`src/logic/sspc_pkg.sv`:
```
package sspc_pkg;

  localparam int ADDR_W = 12;
  localparam logic [11:0] WORD_MASK = 12'hffc;
  localparam logic [11:0] OFF_CONTROL_ZERO = 12'h000;
  localparam logic [11:0] OFF_CONTROL_ONE = 12'h004;
  localparam logic [11:0] OFF_FIFO_DATA_PORT = 12'h008;
  localparam logic [11:0] OFF_PORT_STATUS = 12'h00c;
  localparam logic [11:0] OFF_CLOCK_PRESCALE = 12'h010;
  localparam logic [11:0] OFF_IRQ_MASK = 12'h014;
  localparam logic [11:0] OFF_IRQ_RAW_STATUS = 12'h018;
  localparam logic [11:0] OFF_IRQ_MASKED_STATUS = 12'h01c;
  localparam logic [11:0] OFF_IRQ_CLEAR = 12'h020;

  ////////////////////////////////////////////////////////////////////////////
  localparam int FRAME_MAX = 16;
  localparam int FIFO_DEPTH_DEF = 8;
  localparam int CR0_W = 16;
  localparam int SIZE_LSB = 0;
  localparam int SIZE_W = 4;
  localparam int FMT_LSB = 4;
  localparam int FMT_W = 2;
  localparam int IDLE_POL_BIT = 6;
  localparam int PHASE_BIT = 7;
  localparam int SCR_LSB = 8;
  localparam int SCR_W = 8;
  localparam int CR1_W = 3;
  localparam int ENABLE_BIT = 1;
  localparam int SLAVE_BIT = 2;
  localparam int PRESCALE_W = 8;
  localparam int STATUS_W = 5;
  localparam int ST_TX_EMPTY = 0;
  localparam int ST_TX_NOT_FULL = 1;
  localparam int ST_RX_NOT_EMPTY = 2;
  localparam int ST_RX_FULL = 3;
  localparam int ST_BUSY = 4;
  localparam int IRQ_W = 4;
  localparam int IRQ_OVERRUN = 0;
  localparam int IRQ_TIMEOUT = 1;
  localparam int IRQ_RX_HALF = 2;
  localparam int IRQ_TX_HALF = 3;

  ////////////////////////////////////////////////////////////////////////////
  localparam logic [15:0] CR0_RESET = 16'h0000;
  localparam logic [2:0] CR1_RESET = 3'h0;
  localparam logic [7:0] PRESCALE_RESET = 8'h00;
  localparam logic [3:0] MASK_RESET = 4'h0;
  localparam logic [1:0] FMT_SPI = 2'h0;
  localparam logic [1:0] FMT_SSI = 2'h1;
  localparam logic [1:0] FMT_THREE_WIRE = 2'h2;
  localparam logic [1:0] RESP_OKAY = 2'h0;
  localparam logic [1:0] RESP_SLVERR = 2'h2;
  localparam logic [5:0] SSI_PREFIX_EDGES = 6'h02;

  typedef enum logic [1:0] {
    SSPC_IDLE,
    SSPC_LEAD,
    SSPC_RUN,
    SSPC_TAIL
  } sspc_state_t;

endpackage : sspc_pkg

```
`src/logic/sspc_top.sv`:
```
`timescale 1ns/10ps
module sspc_top #(
  parameter int FIFO_DEPTH = sspc_pkg::FIFO_DEPTH_DEF,
  parameter int FRAME_W = sspc_pkg::FRAME_MAX
) (
  input wire logic core_clk_i,
  input wire logic rst_i,
  input wire logic [sspc_pkg::ADDR_W-1:0] s_axi_awaddr_i,
  input wire logic s_axi_awvalid_i,
  output logic s_axi_awready_o,
  input wire logic [31:0] s_axi_wdata_i,
  input wire logic [3:0] s_axi_wstrb_i,
  input wire logic s_axi_wvalid_i,
  output logic s_axi_wready_o,
  output logic [1:0] s_axi_bresp_o,
  output logic s_axi_bvalid_o,
  input wire logic s_axi_bready_i,
  input wire logic [sspc_pkg::ADDR_W-1:0] s_axi_araddr_i,
  input wire logic s_axi_arvalid_i,
  output logic s_axi_arready_o,
  output logic [31:0] s_axi_rdata_o,
  output logic [1:0] s_axi_rresp_o,
  output logic s_axi_rvalid_o,
  input wire logic s_axi_rready_i,
  input wire logic serial_clk_i,
  output logic serial_clk_o,
  output logic serial_clk_oe_o,
  input wire logic frame_sync_line_i,
  output logic frame_sync_line_o,
  output logic frame_sync_line_oe_o,
  input wire logic miso_i,
  output logic miso_o,
  output logic miso_oe_o,
  input wire logic mosi_i,
  output logic mosi_o,
  output logic mosi_oe_o
);

  localparam int PTR_W = $clog2(FIFO_DEPTH);
  localparam int CNT_W = PTR_W + 1;
  localparam logic [CNT_W-1:0] DEPTH_C = CNT_W'(FIFO_DEPTH);
  localparam logic [CNT_W-1:0] HALF_C = CNT_W'(FIFO_DEPTH / 2);
  localparam logic [PTR_W-1:0] LAST_PTR = PTR_W'(FIFO_DEPTH - 1);

  function automatic logic [31:0] merge(input logic [31:0] old_v,
                                        input logic [31:0] new_v,
                                        input logic [3:0] strb);
    merge = old_v;
    for (int b = 0; b < 4; b++)
    begin
      if (strb[b])
      begin
        merge[b*8 +: 8] = new_v[b*8 +: 8];
      end
    end
  endfunction : merge

  function automatic logic [PTR_W-1:0] bump(input logic [PTR_W-1:0] p);
    bump = (p == LAST_PTR) ? '0 : p + PTR_W'(1);
  endfunction : bump

  ////////////////////////////////////////////////////////////////////////////
  logic [sspc_pkg::CR0_W-1:0] control_zero, next_control_zero;
  logic [sspc_pkg::CR1_W-1:0] control_one, next_control_one;
  logic [sspc_pkg::PRESCALE_W-1:0] clock_prescale, next_clock_prescale;
  logic [sspc_pkg::IRQ_W-1:0] irq_mask, next_irq_mask;
  logic overrun, next_overrun;
  logic aw_held, next_aw_held, w_held, next_w_held;
  logic [sspc_pkg::ADDR_W-1:0] awaddr_q, next_awaddr_q;
  logic [31:0] wdata_q, next_wdata_q;
  logic [3:0] wstrb_q, next_wstrb_q;
  logic bvalid, next_bvalid, rvalid, next_rvalid;
  logic [1:0] bresp, next_bresp, rresp, next_rresp;
  logic [31:0] rdata, next_rdata, rd_val, wr_val;
  logic rd_hit;
  logic [sspc_pkg::ADDR_W-1:0] wa, ra;

  logic [FRAME_W-1:0] tx_mem [FIFO_DEPTH];
  logic [FRAME_W-1:0] rx_mem [FIFO_DEPTH];
  logic [PTR_W-1:0] tx_wp, tx_rp, rx_wp, rx_rp;
  logic [CNT_W-1:0] tx_cnt, next_tx_cnt, rx_cnt, next_rx_cnt;
  logic tx_push, tx_pop, rx_push, rx_pop, rx_accept;
  logic [FRAME_W-1:0] tx_wdata, rx_wdata;

  sspc_pkg::sspc_state_t state, next_state;
  logic [6:0] pre_cnt, next_pre_cnt, half_end;
  logic [7:0] scr_cnt, next_scr_cnt;
  logic [5:0] edge_cnt, next_edge_cnt, frame_edges, prefix, d_idx;
  logic [FRAME_W-1:0] tx_sh, next_tx_sh, rx_sh, next_rx_sh;
  logic sclk_q, next_sclk_q, sel_q, next_sel_q, slv_on, next_slv_on;
  logic tick, edge_go, capture_now, in_bit, slv_done, slv_load;

  logic sclk_m, sclk_s, sclk_d, sel_m, sel_s;
  logic mosi_m, mosi_s, miso_m, miso_s;

  logic [3:0] data_size_field;
  logic [1:0] frame_format_field;
  logic [7:0] scr;
  logic is_ssi, clock_idle_polarity, clock_capture_phase;
  logic master_on, slave_mode, busy;
  logic [sspc_pkg::STATUS_W-1:0] status;
  logic [sspc_pkg::IRQ_W-1:0] raw;

  ////////////////////////////////////////////////////////////////////////////
  assign data_size_field =
    control_zero[sspc_pkg::SIZE_LSB +: sspc_pkg::SIZE_W];
  assign frame_format_field =
    control_zero[sspc_pkg::FMT_LSB +: sspc_pkg::FMT_W];
  assign scr = control_zero[sspc_pkg::SCR_LSB +: sspc_pkg::SCR_W];
  assign is_ssi = (frame_format_field == sspc_pkg::FMT_SSI);
  // Outside SPI the clock idles low and, of those formats, only sync serial captures late
  assign clock_idle_polarity = (frame_format_field == sspc_pkg::FMT_SPI) &
    control_zero[sspc_pkg::IDLE_POL_BIT];
  assign clock_capture_phase = (frame_format_field == sspc_pkg::FMT_SPI) ?
    control_zero[sspc_pkg::PHASE_BIT] : is_ssi;
  assign master_on = control_one[sspc_pkg::ENABLE_BIT] &
                     ~control_one[sspc_pkg::SLAVE_BIT];
  assign slave_mode = control_one[sspc_pkg::ENABLE_BIT] &
                      control_one[sspc_pkg::SLAVE_BIT];
  assign frame_edges = ({2'b00, data_size_field} << 1) + 6'h02;
  assign prefix = is_ssi ? sspc_pkg::SSI_PREFIX_EDGES : 6'h00;
  assign d_idx = slave_mode ? edge_cnt : edge_cnt - prefix;
  assign capture_now = (d_idx[0] == clock_capture_phase);
  assign in_bit = slave_mode ? mosi_s : miso_s;
  // A half bit lasts half the prescale times rate plus one
  assign half_end = (clock_prescale[7:1] == 7'h00) ? 7'h00 :
                    clock_prescale[7:1] - 7'h01;
  assign tick = (pre_cnt == half_end) && (scr_cnt == scr);
  assign busy = (state != sspc_pkg::SSPC_IDLE) || slv_on;
  assign wa = awaddr_q & sspc_pkg::WORD_MASK;
  assign ra = s_axi_araddr_i & sspc_pkg::WORD_MASK;

  always_comb
  begin
    status = '0;
    status[sspc_pkg::ST_TX_EMPTY] = (tx_cnt == '0);
    status[sspc_pkg::ST_TX_NOT_FULL] = (tx_cnt != DEPTH_C);
    status[sspc_pkg::ST_RX_NOT_EMPTY] = (rx_cnt != '0);
    status[sspc_pkg::ST_RX_FULL] = (rx_cnt == DEPTH_C);
    status[sspc_pkg::ST_BUSY] = busy;
    raw = '0;
    raw[sspc_pkg::IRQ_OVERRUN] = overrun;
    raw[sspc_pkg::IRQ_RX_HALF] = (rx_cnt >= HALF_C);
    raw[sspc_pkg::IRQ_TX_HALF] = (tx_cnt <= HALF_C);
  end

  assign s_axi_awready_o = ~aw_held & ~bvalid;
  assign s_axi_wready_o = ~w_held & ~bvalid;
  assign s_axi_arready_o = ~rvalid;
  assign s_axi_bvalid_o = bvalid;
  assign s_axi_bresp_o = bresp;
  assign s_axi_rvalid_o = rvalid;
  assign s_axi_rresp_o = rresp;
  assign s_axi_rdata_o = rdata;

  // Both ends share one shift register; only one role is live at a time
  assign serial_clk_o = sclk_q;
  assign serial_clk_oe_o = master_on;
  assign frame_sync_line_o = sel_q;
  assign frame_sync_line_oe_o = master_on;
  assign mosi_o = tx_sh[FRAME_W-1];
  assign mosi_oe_o = master_on;
  assign miso_o = tx_sh[FRAME_W-1];
  assign miso_oe_o = slave_mode & (is_ssi ? slv_on : ~sel_s);

  ////////////////////////////////////////////////////////////////////////////
  // Pins are async to the core clock; the master also samples MISO late,
  // so the half bit must span at least three core cycles
  always_ff @(posedge core_clk_i or posedge rst_i)
  begin
    if (rst_i)
    begin
      {sclk_m, sclk_s, sclk_d} <= 3'h0;
      {sel_m, sel_s, mosi_m, mosi_s, miso_m, miso_s} <= 6'h00;
    end
    else
    begin
      sclk_m <= serial_clk_i;
      sclk_s <= sclk_m;
      sclk_d <= sclk_s;
      sel_m <= frame_sync_line_i;
      sel_s <= sel_m;
      mosi_m <= mosi_i;
      mosi_s <= mosi_m;
      miso_m <= miso_i;
      miso_s <= miso_m;
    end
  end

  ////////////////////////////////////////////////////////////////////////////
  always_comb
  begin
    next_control_zero = control_zero;
    next_control_one = control_one;
    next_clock_prescale = clock_prescale;
    next_irq_mask = irq_mask;
    next_overrun = overrun;
    next_aw_held = aw_held;
    next_w_held = w_held;
    next_awaddr_q = awaddr_q;
    next_wdata_q = wdata_q;
    next_wstrb_q = wstrb_q;
    next_bvalid = bvalid;
    next_bresp = bresp;
    next_rvalid = rvalid;
    next_rresp = rresp;
    next_rdata = rdata;
    next_state = state;
    next_pre_cnt = pre_cnt;
    next_scr_cnt = scr_cnt;
    next_edge_cnt = edge_cnt;
    next_tx_sh = tx_sh;
    next_rx_sh = rx_sh;
    next_sclk_q = sclk_q;
    next_sel_q = sel_q;
    next_slv_on = slv_on;
    tx_push = 1'b0;
    tx_pop = 1'b0;
    rx_push = 1'b0;
    rx_pop = 1'b0;
    tx_wdata = wdata_q[FRAME_W-1:0];
    rx_wdata = rx_sh;
    edge_go = 1'b0;
    slv_done = 1'b0;
    slv_load = 1'b0;
    rd_val = 32'h0000_0000;
    wr_val = 32'h0000_0000;
    rd_hit = 1'b1;

    // Write side: address and data are held until both are present
    if (s_axi_awvalid_i && s_axi_awready_o)
    begin
      next_aw_held = 1'b1;
      next_awaddr_q = s_axi_awaddr_i;
    end
    if (s_axi_wvalid_i && s_axi_wready_o)
    begin
      next_w_held = 1'b1;
      next_wdata_q = s_axi_wdata_i;
      next_wstrb_q = s_axi_wstrb_i;
    end
    if (bvalid && s_axi_bready_i)
    begin
      next_bvalid = 1'b0;
    end
    if (aw_held && w_held && !bvalid)
    begin
      next_aw_held = 1'b0;
      next_w_held = 1'b0;
      next_bvalid = 1'b1;
      next_bresp = sspc_pkg::RESP_OKAY;
      if (wa == sspc_pkg::OFF_CONTROL_ZERO)
      begin
        wr_val = merge(32'(control_zero), wdata_q, wstrb_q);
        next_control_zero = wr_val[sspc_pkg::CR0_W-1:0];
      end
      else if (wa == sspc_pkg::OFF_CONTROL_ONE)
      begin
        wr_val = merge(32'(control_one), wdata_q, wstrb_q);
        next_control_one = wr_val[sspc_pkg::CR1_W-1:0];
      end
      else if (wa == sspc_pkg::OFF_FIFO_DATA_PORT)
      begin
        // A write into a full FIFO is dropped
        tx_push = (|wstrb_q) && (tx_cnt != DEPTH_C);
      end
      else if (wa == sspc_pkg::OFF_CLOCK_PRESCALE)
      begin
        wr_val = merge(32'(clock_prescale), wdata_q, wstrb_q);
        next_clock_prescale = wr_val[sspc_pkg::PRESCALE_W-1:0];
      end
      else if (wa == sspc_pkg::OFF_IRQ_MASK)
      begin
        wr_val = merge(32'(irq_mask), wdata_q, wstrb_q);
        next_irq_mask = wr_val[sspc_pkg::IRQ_W-1:0];
      end
      else if (wa == sspc_pkg::OFF_IRQ_CLEAR)
      begin
        if (wdata_q[sspc_pkg::IRQ_OVERRUN])
        begin
          next_overrun = 1'b0;
        end
      end
      else if (wa != sspc_pkg::OFF_PORT_STATUS &&
               wa != sspc_pkg::OFF_IRQ_RAW_STATUS &&
               wa != sspc_pkg::OFF_IRQ_MASKED_STATUS)
      begin
        next_bresp = sspc_pkg::RESP_SLVERR;
      end
    end

    // Read side: answer one cycle after the address is taken
    if (ra == sspc_pkg::OFF_CONTROL_ZERO)
      rd_val = 32'(control_zero);
    else if (ra == sspc_pkg::OFF_CONTROL_ONE)
      rd_val = 32'(control_one);
    else if (ra == sspc_pkg::OFF_FIFO_DATA_PORT)
      rd_val = (rx_cnt != '0) ? 32'(rx_mem[rx_rp]) : 32'h0000_0000;
    else if (ra == sspc_pkg::OFF_PORT_STATUS)
      rd_val = 32'(status);
    else if (ra == sspc_pkg::OFF_CLOCK_PRESCALE)
      rd_val = 32'(clock_prescale);
    else if (ra == sspc_pkg::OFF_IRQ_MASK)
      rd_val = 32'(irq_mask);
    else if (ra == sspc_pkg::OFF_IRQ_RAW_STATUS)
      rd_val = 32'(raw);
    else if (ra == sspc_pkg::OFF_IRQ_MASKED_STATUS)
      rd_val = 32'(raw & irq_mask);
    else if (ra != sspc_pkg::OFF_IRQ_CLEAR)
      rd_hit = 1'b0;
    if (rvalid && s_axi_rready_i)
    begin
      next_rvalid = 1'b0;
    end
    if (s_axi_arvalid_i && s_axi_arready_o)
    begin
      next_rvalid = 1'b1;
      next_rdata = rd_val;
      next_rresp = rd_hit ? sspc_pkg::RESP_OKAY : sspc_pkg::RESP_SLVERR;
      rx_pop = (ra == sspc_pkg::OFF_FIFO_DATA_PORT) && (rx_cnt != '0);
    end

    // Master bit timer runs only while a frame is under way
    if (state == sspc_pkg::SSPC_IDLE || tick)
    begin
      next_pre_cnt = 7'h00;
      next_scr_cnt = 8'h00;
    end
    else if (pre_cnt == half_end)
    begin
      next_pre_cnt = 7'h00;
      next_scr_cnt = scr_cnt + 8'h01;
    end
    else
    begin
      next_pre_cnt = pre_cnt + 7'h01;
    end

    case (state)
      sspc_pkg::SSPC_IDLE:
      begin
        next_sclk_q = clock_idle_polarity;
        next_sel_q = ~is_ssi;
        if (master_on && tx_cnt != '0)
        begin
          tx_pop = 1'b1;
          next_tx_sh = tx_mem[tx_rp] << (4'(FRAME_W - 1) - data_size_field);
          next_rx_sh = '0;
          next_edge_cnt = 6'h00;
          next_sel_q = is_ssi;
          next_state = sspc_pkg::SSPC_LEAD;
        end
      end
      sspc_pkg::SSPC_LEAD:
      begin
        if (tick)
        begin
          next_state = sspc_pkg::SSPC_RUN;
        end
      end
      sspc_pkg::SSPC_RUN:
      begin
        if (tick)
        begin
          next_sclk_q = ~sclk_q;
          next_edge_cnt = edge_cnt + 6'h01;
          edge_go = (edge_cnt >= prefix);
          // Synchronous serial sync is a one-bit pulse ahead of the data
          if (is_ssi && edge_cnt == prefix - 6'h01)
          begin
            next_sel_q = 1'b0;
          end
          if (edge_cnt == frame_edges + prefix - 6'h01)
          begin
            next_state = sspc_pkg::SSPC_TAIL;
          end
        end
      end
      sspc_pkg::SSPC_TAIL:
      begin
        if (tick)
        begin
          next_sel_q = ~is_ssi;
          rx_push = 1'b1;
          next_state = sspc_pkg::SSPC_IDLE;
        end
      end
      default:
      begin
        next_state = sspc_pkg::SSPC_IDLE;
      end
    endcase

    // Slave: frame sync decides when MOSI carries data
    if (!slave_mode)
    begin
      next_slv_on = 1'b0;
    end
    else if (!slv_on)
    begin
      slv_load = is_ssi ? (sclk_s != sclk_d && !sclk_s && sel_s) :
                 !sel_s;
      next_slv_on = slv_load;
    end
    else if (!is_ssi && sel_s)
    begin
      next_slv_on = 1'b0;
    end
    else if (sclk_s != sclk_d)
    begin
      edge_go = 1'b1;
      next_edge_cnt = edge_cnt + 6'h01;
      slv_done = (edge_cnt == frame_edges - 6'h01);
    end

    if (edge_go)
    begin
      if (capture_now)
      begin
        next_rx_sh = {rx_sh[FRAME_W-2:0], in_bit};
      end
      else if (d_idx != 6'h00)
      begin
        next_tx_sh = tx_sh << 1;
      end
    end
    if (slv_done)
    begin
      rx_push = 1'b1;
      rx_wdata = next_rx_sh;
      next_slv_on = ~is_ssi;
      slv_load = ~is_ssi;
    end
    if (slv_load)
    begin
      // Nothing queued: the slave answers with zeros
      tx_pop = (tx_cnt != '0);
      next_tx_sh = (tx_cnt != '0) ?
                   tx_mem[tx_rp] << (4'(FRAME_W - 1) - data_size_field) : '0;
      next_rx_sh = '0;
      next_edge_cnt = 6'h00;
    end

    rx_accept = rx_push && (rx_cnt != DEPTH_C || rx_pop);
    if (rx_push && !rx_accept)
    begin
      next_overrun = 1'b1;
    end
    next_tx_cnt = tx_cnt + CNT_W'(tx_push) - CNT_W'(tx_pop);
    next_rx_cnt = rx_cnt + CNT_W'(rx_accept) - CNT_W'(rx_pop);
  end

  ////////////////////////////////////////////////////////////////////////////
  always_ff @(posedge core_clk_i)
  begin
    if (tx_push)
      tx_mem[tx_wp] <= tx_wdata;
    if (rx_accept)
      rx_mem[rx_wp] <= rx_wdata;
  end

  always_ff @(posedge core_clk_i or posedge rst_i)
  begin
    if (rst_i)
    begin
      control_zero <= sspc_pkg::CR0_RESET;
      control_one <= sspc_pkg::CR1_RESET;
      clock_prescale <= sspc_pkg::PRESCALE_RESET;
      irq_mask <= sspc_pkg::MASK_RESET;
      overrun <= 1'b0;
      {aw_held, w_held, bvalid, rvalid} <= 4'h0;
      awaddr_q <= '0;
      wdata_q <= 32'h0000_0000;
      wstrb_q <= 4'h0;
      bresp <= sspc_pkg::RESP_OKAY;
      rresp <= sspc_pkg::RESP_OKAY;
      rdata <= 32'h0000_0000;
      {tx_wp, tx_rp, rx_wp, rx_rp} <= '0;
      tx_cnt <= '0;
      rx_cnt <= '0;
      state <= sspc_pkg::SSPC_IDLE;
      pre_cnt <= 7'h00;
      scr_cnt <= 8'h00;
      edge_cnt <= 6'h00;
      tx_sh <= '0;
      rx_sh <= '0;
      sclk_q <= 1'b0;
      sel_q <= 1'b1;
      slv_on <= 1'b0;
    end
    else
    begin
      control_zero <= next_control_zero;
      control_one <= next_control_one;
      clock_prescale <= next_clock_prescale;
      irq_mask <= next_irq_mask;
      overrun <= next_overrun;
      aw_held <= next_aw_held;
      w_held <= next_w_held;
      bvalid <= next_bvalid;
      rvalid <= next_rvalid;
      awaddr_q <= next_awaddr_q;
      wdata_q <= next_wdata_q;
      wstrb_q <= next_wstrb_q;
      bresp <= next_bresp;
      rresp <= next_rresp;
      rdata <= next_rdata;
      tx_wp <= tx_push ? bump(tx_wp) : tx_wp;
      tx_rp <= tx_pop ? bump(tx_rp) : tx_rp;
      rx_wp <= rx_accept ? bump(rx_wp) : rx_wp;
      rx_rp <= rx_pop ? bump(rx_rp) : rx_rp;
      tx_cnt <= next_tx_cnt;
      rx_cnt <= next_rx_cnt;
      state <= next_state;
      pre_cnt <= next_pre_cnt;
      scr_cnt <= next_scr_cnt;
      edge_cnt <= next_edge_cnt;
      tx_sh <= next_tx_sh;
      rx_sh <= next_rx_sh;
      sclk_q <= next_sclk_q;
      sel_q <= next_sel_q;
      slv_on <= next_slv_on;
    end
  end

endmodule : sspc_top

```
`config.mk`:
```
export PLATFORM = sky130hd
export DESIGN_NAME = sspc_top
export DESIGN_NICKNAME = d
export VERILOG_FILES = /design/src/logic/sspc_pkg.sv /design/src/logic/sspc_top.sv
export SDC_FILE = /design/constraint.sdc
export NUM_CORES = 1
export LEC_CHECK = 0
export ABC_AREA = 1
export BUFFER_PORTS_ARGS = -buffer_cell sky130_fd_sc_hd__clkbuf_2
export CORE_MARGIN = 10
export CORE_UTILIZATION = 55
export DETAILED_ROUTE_END_ITERATION = 16
export MAX_ROUTING_LAYER = met4
export PLACE_DENSITY_LB_ADDON = 0.25
export SLEW_MARGIN = 25
export SYNTH_ARGS = -nofsm -noshare
export SYNTH_HDL_FRONTEND = slang
export SYNTH_SLANG_ARGS = --single-unit
```
`constraint.sdc`:
```
create_clock -name core_clk_i -period 11.7 [get_ports core_clk_i]
set_input_delay 0.585 -clock core_clk_i [delete_from_list [all_inputs] [get_ports core_clk_i]]
set_output_delay 0.585 -clock core_clk_i [all_outputs]
set_load 0.005 [all_outputs]
```
==> metrics <==
Pleak=9.62 nW; Seq/Total Area, Yosys=57.9%; Compound-Gate Fraction of Synth Area=9.48%; Setup Buffers After CTS=0; Synth Area in Adders=2.83%; Hold Buf Count CTS=0; number of enable flip-flop cells after synthesis=256; CTS tree=yes; ant diodes=0; starting density of the core=56.0%; clk_skew=0.0255 ns; vias in the first global route=15,002; critical path startpoint category=register; post-synthesis xor/xnor area fraction=1.40%; first-pass GRT wire length=82,500 um; Antenna Nets Post-Route=0; routability cong.=0.908; Peak VDD IR=0.000144 V; GRT Total Usage=23.7%; Post-Synth Simple-Gate Area=21.5%; Final Total Pwr=4.39 mW; H-tree Lvls=2; Setup-failing EPs final=0; Tcrit/Tclk final=40.1%; vias post-DR=15,829; fill cell count=3,037; die height=214 um; area share of the largest cell type after synthesis=37.2%; status=finished, final reports clean; synthesized area per cell=9.26 um2; Synth cell types=55; max cap viols=0; core footprint=36,900 um2; CTS Buf Count=45; crit path kind=register to register; DR vias/cell=5.59; num rows=70; critical path peak fanout=24; Synth-to-Final Area Change=11.1%; Worst Hold Class=input port to register; max_slew headroom=32.9%; largest net degree at the start of global routing=112; worst endpoint required time=12.17 ns; Worst-path clk slew=0.06 ns; clock sink count=427; Post-Syn Area=20,700 um2; share of post-route cells with drive strength above 1=11.3%; Final nets=2,407; Fin Setup TNS=0 ns; DR iter-0 viols=1,604; Pwr Density=191 nW/um2; worst skew pair latency=0.59 ns; Avg WL per Cell=18.5 um; IO Count=120; Crit. End Element=register; largest family of logic cells by synthesized area=simple AND/OR/NAND/NOR gates; top_reg_cell synth=edfxtp_1; Overflow after GRT=0; die area=45,700 um2; Ys Warns=0; Final min period=4.70 ns; CTS-repair resized insts=0; crit path DAT=5.16 ns; Post-DP HPWL=33,700 um; flops & latches, synth=427; pins over their slew limit=0; DRC errors left=0; Worst Tran Pin Value=1.01 ns; fmax=213 MHz; final wirelength=52,400 um; root buf cell=clkbuf_16; RSZ-0062 raised after global routing=false; Die Width=214 um; largest buffer count on any clock path=3; Fin Hold WS=0.126 ns; mux contribution to synthesized area=0.545%; drt pass-1 iters=6; synth top area cells=edfxtp_1 37%, dfrtp_1 21%, nand2_1 9.4%, o21ai_0 5.2%, nor2_1 4.9%; Synth async-reset ratio=40.0%; final hold vios=0; Syn Inst Count=2,232; Synth area leader=edfxtp_1; initial antenna violation count=0; Port-buffer cells=81
-- report_power, final --
group	leakage, nW	internal [mW]	switching, mW
clock network	0.726	0.873	0.597
logic	4.49	0.279	0.608
registers	4.40	1.86	0.167
-- sequential cells by signal, indices dropped and copies added (netlist names), 6 cells and up --
name	flops
awaddr_q	10
clock_prescale	8
control_zero	16
edge_cnt	6
pre_cnt	7
rx_mem	128
rx_sh	16
s_axi_rdata_o	16
scr_cnt	8
tx_mem	128
tx_sh	16
wdata_q	16
-- path summary, 6_finish.rpt --
| check | end | startpoint | slack [ns] | cells past startpoint |
|---|---|---|---|---|
| setup reg to reg | tx_cnt[2] | control_zero[0] | 7.00 | 19 |
| hold reg to reg | sclk_s | sclk_m | 0.36 | 0 |
| setup / recovery | tx_cnt[2] | control_zero[0] | 7.00 | 19 |
| hold / removal | miso_m | miso_i | 0.13 | 1 |
| max in group asynchronous | clock_prescale[7] | rst_i | 10.18 | 3 |
| min in group asynchronous | mosi_m | rst_i | 0.15 | 2 |
-- cell usage after synthesis, types with 2 or more instances --
library cell,n
dfrtp_1,170
nand4_1,27
xnor2_1,10
clkbuf_1,53
o21a_1,2
or2_1,2
ha_1,42
nand3_1,162
or2_2,6
inv_2,21
nor3_1,17
a21oi_1,56
o21ai_1,2
fa_1,3
mux2_2,10
edfxtp_1,256
buf_4,25
and3_1,3
nor4_1,8
o211ai_1,4
xor2_1,23
nor2_1,271
a31oi_1,10
nor3_2,3
o31ai_1,4
o2111ai_1,5
buf_2,21
nor2_2,16
buf_1,9
nand3b_1,13
nand2_2,8
o21ai_2,10
buf_6,4
o22ai_1,37
o21ai_0,216
nand2_1,516
inv_1,162
clkinv_1,8
-- metrics by stage --
step	instance area [um2]	instances	setup WS, ns	util (%)
floorplan	20700	2249	6.48	-
global placement	21400	2748	7.05	58.1
detailed placement	21400	2748	7.03	58.1
CTS	23000	2830	7.00	62.3
global route	23000	2830	6.61	62.3
finish	23000	2830	7.00	62.3
-- kinds of logic after synthesis --
group,after synthesis
AO/OA/AOI/OAI,356
XOR/XNOR,33
adder cells (fa/ha/maj),45
buffers and inverters,304
flip-flops,427
multiplexers,10
other,1
AND/OR/NAND/NOR,1056
-- worst max-delay path, stage by stage (launching register included) --
cell and delay (ns):
dfrtp_1 0.86, nand2_1 0.14, inv_1 0.20, nand3_1 0.11, nand2_1 0.20, ha_1 0.19
inv_1 0.04, o21ai_0 0.20, xor2_1 0.27, xnor2_1 0.18, nor3_2 0.07, nand2_1 0.09
nand2_2 0.36, nand2_2 0.32, nand2_2 0.22, ha_1 0.35, inv_1 0.04, ha_1 0.20
fa_1 0.38, xor2_1 0.17
-- layer usage --
metal	routed length [um]	vias to the layer above	GRT usage (%)
met5	0	-	-
met4	1100	0	6.99
met3	3280	89	3.34
met2	25600	489	38.6
met1	22400	7667	30.4
li1	-	7584	-
-- placed cells by master (no fill, tap or decap), drive strengths merged, types with 11 or more instances in the layout --
cell type  Yosys  routed
dfrtp        170     170
inv          183     185
nor2         287     287
xor2          23      23
conb           1      18
o21ai        228     228
nor3          20      20
ha            42      42
nand3b        13      13
nand4         28      28
a21oi         56      56
nand2        524     524
clkinv         8      16
nand3        162     162
buf           59      27
o22ai         37      37
a31oi         11      11
edfxtp       256     256
clkbuf        54     143
-- layout make-up --
cell class	count	area, um2	area share, %
flip-flops and latches	427	12000	52.1
multi-input cells	1518	7510	32.7
clock buffers	62	1230	5.36
inverters	191	724	3.15
well taps	504	631	2.75
repair buffers	108	608	2.65
clock inverters	20	287	1.25
Power figures use the tool's default switching activity.
